**src/msd_map.svh**
```systemverilog
// Address map, field positions and timing counts of the memory space decoder
`ifndef MSD_MAP_SVH
`define MSD_MAP_SVH
// On-chip SRAM holding lower RAM, upper RAM and the special function space
`define MSD_RAM_BYTES      384
`define MSD_IDX_W          9
// Base index of the special function space inside the SRAM
`define MSD_SFR_BASE       9'h100
// First byte of the bit-addressable block after the register banks
`define MSD_BIT_BASE       9'h020
`define MSD_BIT_TOP        9'h02F
`define MSD_BANK_TOP       9'h01F
// Upper limit of indirect and stack addressing
`define MSD_IND_TOP        9'h0FF
// Implemented special function registers, one bit per offset 0x00..0x7F (86 set)
`define MSD_SFR_IMPL       128'h073F_1F3F_1F3F_1F3F_1F3F_1F3F_1F3F_1F3F
// External bus timing in core clocks
`define MSD_ALE_CYCLES     1
`define MSD_STROBE_CYCLES  2
`endif

```
**src/msd_pkg.sv**
```systemverilog
// Types shared by the memory space decoder
package msd_pkg;
    // Address space of one core request
    typedef enum logic [2:0] {
        MSD_DIRECT   = 3'h0,
        MSD_INDIRECT = 3'h1,
        MSD_REG      = 3'h2,
        MSD_BIT      = 3'h3,
        MSD_STACK    = 3'h4,
        MSD_CODE     = 3'h5,
        MSD_XDATA    = 3'h6
    } msd_space_e;
    // External bus cycle states, Gray coded along the cycle
    typedef enum logic [1:0] {
        MSD_BUS_IDLE   = 2'h0,
        MSD_BUS_LATCH  = 2'h1,
        MSD_BUS_STROBE = 2'h3,
        MSD_BUS_FINISH = 2'h2
    } msd_bus_e;
endpackage

```
**src/msd_decode.sv**
```systemverilog
// Internal memory decode, on-chip SRAM and external multiplexed bus sequencer
`timescale 1ns/1ps
`include "msd_map.svh"

// Operation
// - Internal memories live in 384-byte SRAM
// - Program and data external spaces separate
// - Program fetches use program store strobe
// - Data reads and writes use strobes
// - Internal accesses keep external strobes idle
// - Lower 128 bytes direct and indirect
// - Register operands use one selected bank
// - Bytes 0x20-0x2F hold 128 bits
// - Upper 128 bytes indirect only
// - Stack spans all 256 bytes indirectly
// - Special space has 86 registers
// - Row-aligned special registers are bit-addressable
// - Security bit blocks test port access
// - Companion reached over multiplexed external bus
// - Address latch strobe precedes data phase
module msd_decode #(
    parameter int STROBE_CYCLES = `MSD_STROBE_CYCLES
) (
    input  wire logic                 core_clk,
    input  wire logic                 rst_n,
    input  wire logic                 req_valid,
    output logic                      req_ready,
    input  wire msd_pkg::msd_space_e  req_space,
    input  wire logic [15:0]          req_addr,
    input  wire logic                 req_write,
    input  wire logic [7:0]           req_wdata,
    input  wire logic [1:0]           bank_sel,
    output logic                      resp_valid,
    output logic [7:0]                resp_rdata,
    output logic                      resp_reserved,
    output logic [7:0]                addr_high_byte,
    output logic [7:0]                muxed_addr_data_low_o,
    input  wire logic [7:0]           muxed_addr_data_low_i,
    output logic                      muxed_addr_data_low_oe,
    output logic                      rd_n,
    output logic                      wr_n,
    output logic                      program_store_strobe_n,
    output logic                      ale,
    output logic                      companion_reset_n,
    input  wire logic                 test_req,
    input  wire logic                 security_bit,
    output logic                      test_grant,
    output logic                      test_refused
);
    localparam logic [127:0] SFR_IMPL = `MSD_SFR_IMPL;
    localparam logic [3:0]   STB_LAST = 4'(STROBE_CYCLES - 1);

    logic [7:0]         ram_ff [`MSD_RAM_BYTES];
    msd_pkg::msd_bus_e  state_ff;
    logic [3:0]         cnt_ff;
    logic [15:0]        lat_addr_ff;
    logic [7:0]         lat_data_ff;
    logic               lat_write_ff;
    logic               lat_code_ff;
    logic               resp_valid_ff;
    logic [7:0]         resp_rdata_ff;
    logic               resp_reserved_ff;
    logic               comp_rst_ff;
    logic               test_s1_ff;
    logic               test_s2_ff;
    logic               test_s3_ff;
    logic               test_lvl_ff;
    logic               test_grant_ff;
    logic               test_refused_ff;
    logic               ext_req;
    logic               int_hit;
    logic [`MSD_IDX_W-1:0] idx;
    logic [2:0]         bit_pos;
    logic               is_bit;
    logic               reserved;
    logic [7:0]         rd_byte;
    logic [7:0]         wr_byte;
    logic               in_strobe;

    // Request split between internal SRAM and the external bus
    // separate spaces
    assign ext_req   = req_valid && (req_space == msd_pkg::MSD_CODE ||
                                     req_space == msd_pkg::MSD_XDATA);
    assign req_ready = (state_ff == msd_pkg::MSD_BUS_IDLE);
    assign int_hit   = req_valid && req_ready && !ext_req;

    // Internal address decode into the on-chip SRAM index
    always_comb begin
        idx      = '0;
        bit_pos  = 3'h0;
        is_bit   = 1'b0;
        reserved = 1'b0;
        case (req_space)
            msd_pkg::MSD_DIRECT: begin
                if (req_addr[7]) begin
                    idx      = `MSD_SFR_BASE | {2'h0, req_addr[6:0]};
                    reserved = !SFR_IMPL[req_addr[6:0]];
                end else begin
                    idx = {1'b0, req_addr[7:0]};
                end
            end
            msd_pkg::MSD_INDIRECT: idx = {1'b0, req_addr[7:0]};
            msd_pkg::MSD_STACK: idx = {1'b0, req_addr[7:0]};
            msd_pkg::MSD_REG: idx = {4'h0, bank_sel, req_addr[2:0]};
            msd_pkg::MSD_BIT: begin
                is_bit  = 1'b1;
                bit_pos = req_addr[2:0];
                if (req_addr[7]) begin
                    idx      = `MSD_SFR_BASE | {2'h0, req_addr[6:3], 3'h0};
                    reserved = !SFR_IMPL[{req_addr[6:3], 3'h0}];
                end else begin
                    idx = `MSD_BIT_BASE | {5'h0, req_addr[6:3]};
                end
            end
            default: idx = '0;
        endcase
    end

    // Read data and merged write data for byte and bit accesses
    always_comb begin
        rd_byte = reserved ? 8'h00 : ram_ff[idx];
        wr_byte = req_wdata;
        if (is_bit) begin
            wr_byte          = ram_ff[idx];
            wr_byte[bit_pos] = req_wdata[0];
            rd_byte          = {7'h00, rd_byte[bit_pos]};
        end
    end

    always_ff @(posedge core_clk) begin
        if (int_hit && req_write && !reserved) begin
            ram_ff[idx] <= wr_byte;
        end
    end

    // External bus cycle sequencer
    always_ff @(posedge core_clk or negedge rst_n) begin
        if (!rst_n) begin
            state_ff <= msd_pkg::MSD_BUS_IDLE;
            cnt_ff   <= 4'h0;
        end else begin
            case (state_ff)
                msd_pkg::MSD_BUS_IDLE: begin
                    if (ext_req) begin
                        state_ff <= msd_pkg::MSD_BUS_LATCH;
                    end
                end
                msd_pkg::MSD_BUS_LATCH: begin
                    state_ff <= msd_pkg::MSD_BUS_STROBE;
                    cnt_ff   <= STB_LAST;
                end
                msd_pkg::MSD_BUS_STROBE: begin
                    if (cnt_ff == 4'h0) begin
                        state_ff <= msd_pkg::MSD_BUS_FINISH;
                    end else begin
                        cnt_ff <= cnt_ff - 4'h1;
                    end
                end
                msd_pkg::MSD_BUS_FINISH: state_ff <= msd_pkg::MSD_BUS_IDLE;
                default: state_ff <= msd_pkg::MSD_BUS_IDLE;
            endcase
        end
    end

    // Address, data and direction held for the whole bus cycle
    always_ff @(posedge core_clk or negedge rst_n) begin
        if (!rst_n) begin
            lat_addr_ff  <= 16'h0000;
            lat_data_ff  <= 8'h00;
            lat_write_ff <= 1'b0;
            lat_code_ff  <= 1'b0;
        end else if (ext_req && req_ready) begin
            lat_addr_ff  <= req_addr;
            lat_data_ff  <= req_wdata;
            lat_code_ff  <= (req_space == msd_pkg::MSD_CODE);
            lat_write_ff <= req_write && (req_space == msd_pkg::MSD_XDATA);
        end
    end

    // companion bus pins from held state
    assign in_strobe              = (state_ff == msd_pkg::MSD_BUS_STROBE);
    assign addr_high_byte         = lat_addr_ff[15:8];
    assign ale                    = (state_ff == msd_pkg::MSD_BUS_LATCH);
    assign program_store_strobe_n = !(in_strobe && lat_code_ff);
    assign rd_n                   = !(in_strobe && !lat_code_ff && !lat_write_ff);
    assign wr_n                   = !(in_strobe && !lat_code_ff && lat_write_ff);
    assign muxed_addr_data_low_o  = ale ? lat_addr_ff[7:0] : lat_data_ff;
    assign muxed_addr_data_low_oe = ale || (in_strobe && lat_write_ff);
    assign companion_reset_n      = comp_rst_ff;

    // Answer for internal accesses and every external read or write
    always_ff @(posedge core_clk or negedge rst_n) begin
        if (!rst_n) begin
            resp_valid_ff    <= 1'b0;
            resp_rdata_ff    <= 8'h00;
            resp_reserved_ff <= 1'b0;
        end else begin
            resp_valid_ff    <= int_hit || (in_strobe && cnt_ff == 4'h0);
            resp_reserved_ff <= int_hit && reserved;
            if (int_hit) begin
                resp_rdata_ff <= rd_byte;
            end else if (in_strobe && cnt_ff == 4'h0) begin
                resp_rdata_ff <= lat_write_ff ? 8'h00 : muxed_addr_data_low_i;
            end
        end
    end
    assign resp_valid    = resp_valid_ff;
    assign resp_rdata    = resp_rdata_ff;
    assign resp_reserved = resp_reserved_ff;

    // Companion die held in reset with the core
    always_ff @(posedge core_clk or negedge rst_n) begin
        if (!rst_n) begin
            comp_rst_ff <= 1'b0;
        end else begin
            comp_rst_ff <= 1'b1;
        end
    end

    // Test port request synchroniser, change taken when stages agree
    always_ff @(posedge core_clk or negedge rst_n) begin
        if (!rst_n) begin
            test_s1_ff  <= 1'b0;
            test_s2_ff  <= 1'b0;
            test_s3_ff  <= 1'b0;
            test_lvl_ff <= 1'b0;
        end else begin
            test_s1_ff <= test_req;
            test_s2_ff <= test_s1_ff;
            test_s3_ff <= test_s2_ff;
            if (test_s2_ff == test_s3_ff) begin
                test_lvl_ff <= test_s3_ff;
            end
        end
    end

    always_ff @(posedge core_clk or negedge rst_n) begin
        if (!rst_n) begin
            test_grant_ff   <= 1'b0;
            test_refused_ff <= 1'b0;
        end else begin
            test_grant_ff   <= test_lvl_ff && !security_bit;
            test_refused_ff <= test_lvl_ff && security_bit;
        end
    end
    assign test_grant   = test_grant_ff;
    assign test_refused = test_refused_ff;
endmodule // msd_decode

```
**config.mk**
```make
export PLATFORM = sky130hd
export DESIGN_NAME = msd_decode
export DESIGN_NICKNAME = d
export VERILOG_FILES = /design/src/msd_pkg.sv /design/src/msd_decode.sv
export VERILOG_INCLUDE_DIRS = /design/src /design/src/src
export SDC_FILE = /design/constraint.sdc
export NUM_CORES = 2
export LEC_CHECK = 0
export ABC_CLOCK_PERIOD_IN_PS = 29800
export BUFFER_PORTS_ARGS = -buffer_cell sky130_fd_sc_hd__buf_2
export CORE_MARGIN = 2
export CORE_UTILIZATION = 41
export DETAILED_ROUTE_END_ITERATION = 10
export PLACE_DENSITY = 0.63
export SYNTH_ARGS = -nofsm -noshare
export SYNTH_HDL_FRONTEND = slang
export SYNTH_SLANG_ARGS = --single-unit
```
**constraint.sdc**
```tcl
create_clock -name core_clk -period 29.8 [get_ports core_clk]
set_input_delay 1.49 -clock core_clk [delete_from_list [all_inputs] [get_ports core_clk]]
set_output_delay 1.49 -clock core_clk [all_outputs]
set_load 0.05 [all_outputs]
```
==> results.json <==
{
  "outcome": "completed",
  "cts_tree": "built",
  "cts.clk_slew.worst_paths_ns": 0.06,
  "wl_per_cell_um": 30.2,
  "drive_gt1_share_pct": 8.86,
  "slew_headroom_pct": 2.87,
  "worst_hold_path_type": "register to register",
  "grt.total_usage_pct": 26.5,
  "rsz0062_at_grt": "no",
  "via_count": 84600,
  "yosysWarnings": 0,
  "fp.dieH_um": 558,
  "power.leakage_nw": 47.5,
  "syn_inst": 9329,
  "firstDrtPassIters": 9,
  "routed_via_density": 6.05,
  "powerDensity_nw_per_um2": 69.6,
  "dr.first_iter.drc_count": 13400,
  "die_width_um": 558,
  "worst_skew_pair.late_latency_ns": 0.91,
  "endpoint_kind": "register",
  "hold_buffers": 0,
  "pre_cts_slack_ns": 17.35,
  "maxSlewViolCount": 0,
  "synth_edf_count": 3072,
  "io_pins": 78,
  "nets": 9668,
  "cts.repair.resized": 0,
  "finalWorstSetupSlack_ns": 17.60,
  "min_path_cells": 0,
  "antenna_found_initial": 35,
  "synth.avg_cell_area_um2": 13.5,
  "ant_nets": 0,
  "fin_worst_skew_ns": 0.0473,
  "tightest_slew_ns": 1.46,
  "synth-async-reset-ratio_pct": 1.57,
  "rrSetupSlack_ns": 22.75,
  "core_area_um2": 306000,
  "drt-total-wl_um": 422000,
  "post-dp-hpwl_um": 249000,
  "vdd_drop_max_uv": 39.2,
  "die_area_um2": 311000,
  "clk_path_buf_depth": 4,
  "gp_congestion": 0.960,
  "start_util_pct": 41.1,
  "cp_max_fo": 121,
  "ys_ff_latch": 3121,
  "hold_violations": 0,
  "h-tree-depth": 5,
  "post-cts-setup-buffers": 0,
  "arrival_ns": 12.71,
  "placementRows": 203,
  "setup_violations": 0,
  "gr-total-overflow": 0,
  "grt_pass1_wl_um": 589000,
  "drcViolationCount": 0,
  "synthDistinctLibCells": 89,
  "max_clock_freq_mhz": 82.0,
  "setup_tns_ns": 0,
  "area_delta_synth_final_pct": 12.5,
  "cts_made_buffers": 312,
  "syn_area_um2": 126000,
  "critPathKind": "input pin to register",
  "required_ns": 30.31,
  "numClockSinks": 3121,
  "fin_crit_ns": 12.20,
  "seq_area_frac_synth_pct": 74.4,
  "total_power_mw": 9.84,
  "whs_ns": 0.360,
  "portBuffers": 77,
  "cts_root_buffer": "clkbuf_16",
  "grt_start_max_net_pins": 241,
  "cp-start-kind": "input pin",
  "grt_pass1_vias": 77800,
  "synth-main-ff-cell": "edfxtp_1",
  "fin_crit_sh_pct": 40.9,
  "drv_cap": 0,
  "r2r_cells": 12
}
[synthesized netlist by cell type (all sizes together), types with 28 or more instances]
cell type	n	area (um^2)
a32oi	70	613
a22oi	91	683
buf	493	2780
mux2i	306	3060
nand2	2332	8750
mux2	36	405
and3	101	632
a21oi	412	2060
o21ai	85	429
nand3	916	4580
dfrtp	49	1230
nand4	86	538
nor3	58	295
o22ai	30	221
clkbuf	170	638
edfxtp	3072	92200
nor2	407	1540
a211oi	36	270
o32ai	32	280
a221oi	73	646
a311oi	82	724
a31oi	132	826
nor4	28	175
[flip-flops by register name, summed over array words and instances, names as in the netlist]
name and cells:
test_lvl_ff 1, resp_reserved 1, test_refused 1, ram_ff 3072, test_s3_ff 1, lat_data_ff 8
cnt_ff 4, state_ff 2, lat_addr_ff 16, resp_valid 1, lat_code_ff 1, test_s2_ff 1
test_s1_ff 1, resp_rdata 8, companion_reset_n 1, lat_write_ff 1, test_grant 1
[report_power, final]
part | total [mW] | switching, mW | leakage (nW) | internal [mW]
logic | 1.04 | 0.811 | 14.2 | 0.225
registers | 4.97 | 0.0280 | 28.5 | 4.95
clock network | 3.83 | 1.67 | 4.73 | 2.16
[placed cells by master, fill, tap and decap left out, drive strengths merged, types with 23 or more instances in the layout]
| cell | count |
|---|---|
| buf | 308 |
| mux2 | 36 |
| nand2 | 2332 |
| edfxtp | 3072 |
| o22ai | 30 |
| clkinv | 124 |
| clkbuf | 382 |
| nand4 | 86 |
| and3 | 101 |
| dfrtp | 49 |
| a211oi | 36 |
| nand3 | 916 |
| a22oi | 91 |
| bufinv | 23 |
| a31oi | 132 |
| a311oi | 82 |
| conb | 337 |
| a221oi | 73 |
| mux2i | 306 |
| a21oi | 412 |
| a32oi | 70 |
| o32ai | 32 |
| nor3 | 58 |
| inv | 25 |
| nor4 | 28 |
| nor2 | 407 |
| o21ai | 85 |
[layer usage]
metal,vias to the layer above,routed length [um],part of all wire [%],global-route usage [%]
met5,-,379,0.090,0.201
met4,28,25600,6.1,13.9
met3,1173,58200,14,7.65
met2,6077,183000,43,38.7
met1,42200,155000,37,35.7
li1,35100,-,-,-
[cell families (layout without fill, tap and decap cells)]
family | after synthesis | count (layout) | share of synthesized area [%]
adder cells (fa/ha/maj) | 4 | 4 | 0.0368
other | 2 | 353 | 0.00597
flip-flops | 3121 | 3121 | 74.4
multiplexers | 349 | 349 | 2.88
buffers and inverters | 678 | 868 | 2.76
XOR/XNOR | 2 | 2 | 0.0139
AO/OA/AOI/OAI | 1204 | 1204 | 6.55
AND/OR/NAND/NOR | 3969 | 3969 | 13.4
[worst max-delay path: stages]
cell	delay [ns]
buf_2	0.31
maj3_2	0.26
buf_4	0.38
a2bb2oi_4	0.19
buf_4	0.47
buf_4	0.63
buf_4	0.57
buf_12	0.40
buf_4	0.62
buf_4	0.67
buf_4	0.72
a21oi_1	0.16
a221oi_1	0.34
a21oi_1	0.08
a21oi_1	0.18
a21oi_1	0.08
a31oi_1	0.75
a211oi_1	0.24
o21ai_0	0.16
o311ai_0	0.32
nand2_4	0.88
buf_4	1.07
buf_4	0.97
[path summary, 6_finish.rpt]
path / startpoint / to
worst max-delay path: req_space[0] / ram_ff[306][6]$_DFFE_PP_
worst min-delay path: test_s1_ff$_DFF_PN0_ / test_s2_ff$_DFF_PN0_
worst max register to register: ram_ff[225][6]$_DFFE_PP_ / ram_ff[306][6]$_DFFE_PP_
worst min register to register: test_s1_ff$_DFF_PN0_ / test_s2_ff$_DFF_PN0_
max in group asynchronous: rst_n / test_s3_ff$_DFF_PN0_
min in group asynchronous: rst_n / resp_rdata[6]$_DFFE_PN0P_
[metrics by stage]
| step | std cells | util [%] | cell area [um^2] |
|---|---|---|---|
| global placement | 13400 | 43.1 | 132000 |
| detailed placement | 13400 | 43.1 | 132000 |
| global route | 14000 | 46.3 | 141000 |
| finish | 14000 | 46.3 | 141000 |
| floorplan | 9664 | - | 127000 |
| CTS | 14000 | 46.3 | 141000 |
[area by class of cell]
type | count | area, um^2
Inverter | 15 | 56.3
Timing Repair Buffer | 308 | 2460
Multi-Input combinational cell | 5865 | 30600
Sequential cell | 3121 | 93500
Clock inverter | 163 | 1490
Tap cell | 4100 | 5130
Clock buffer | 382 | 8190
Antenna cell | 16 | 40.0
Fill cell | 26500 | 164000
Note: power is estimated with default switching activity, not from simulation.
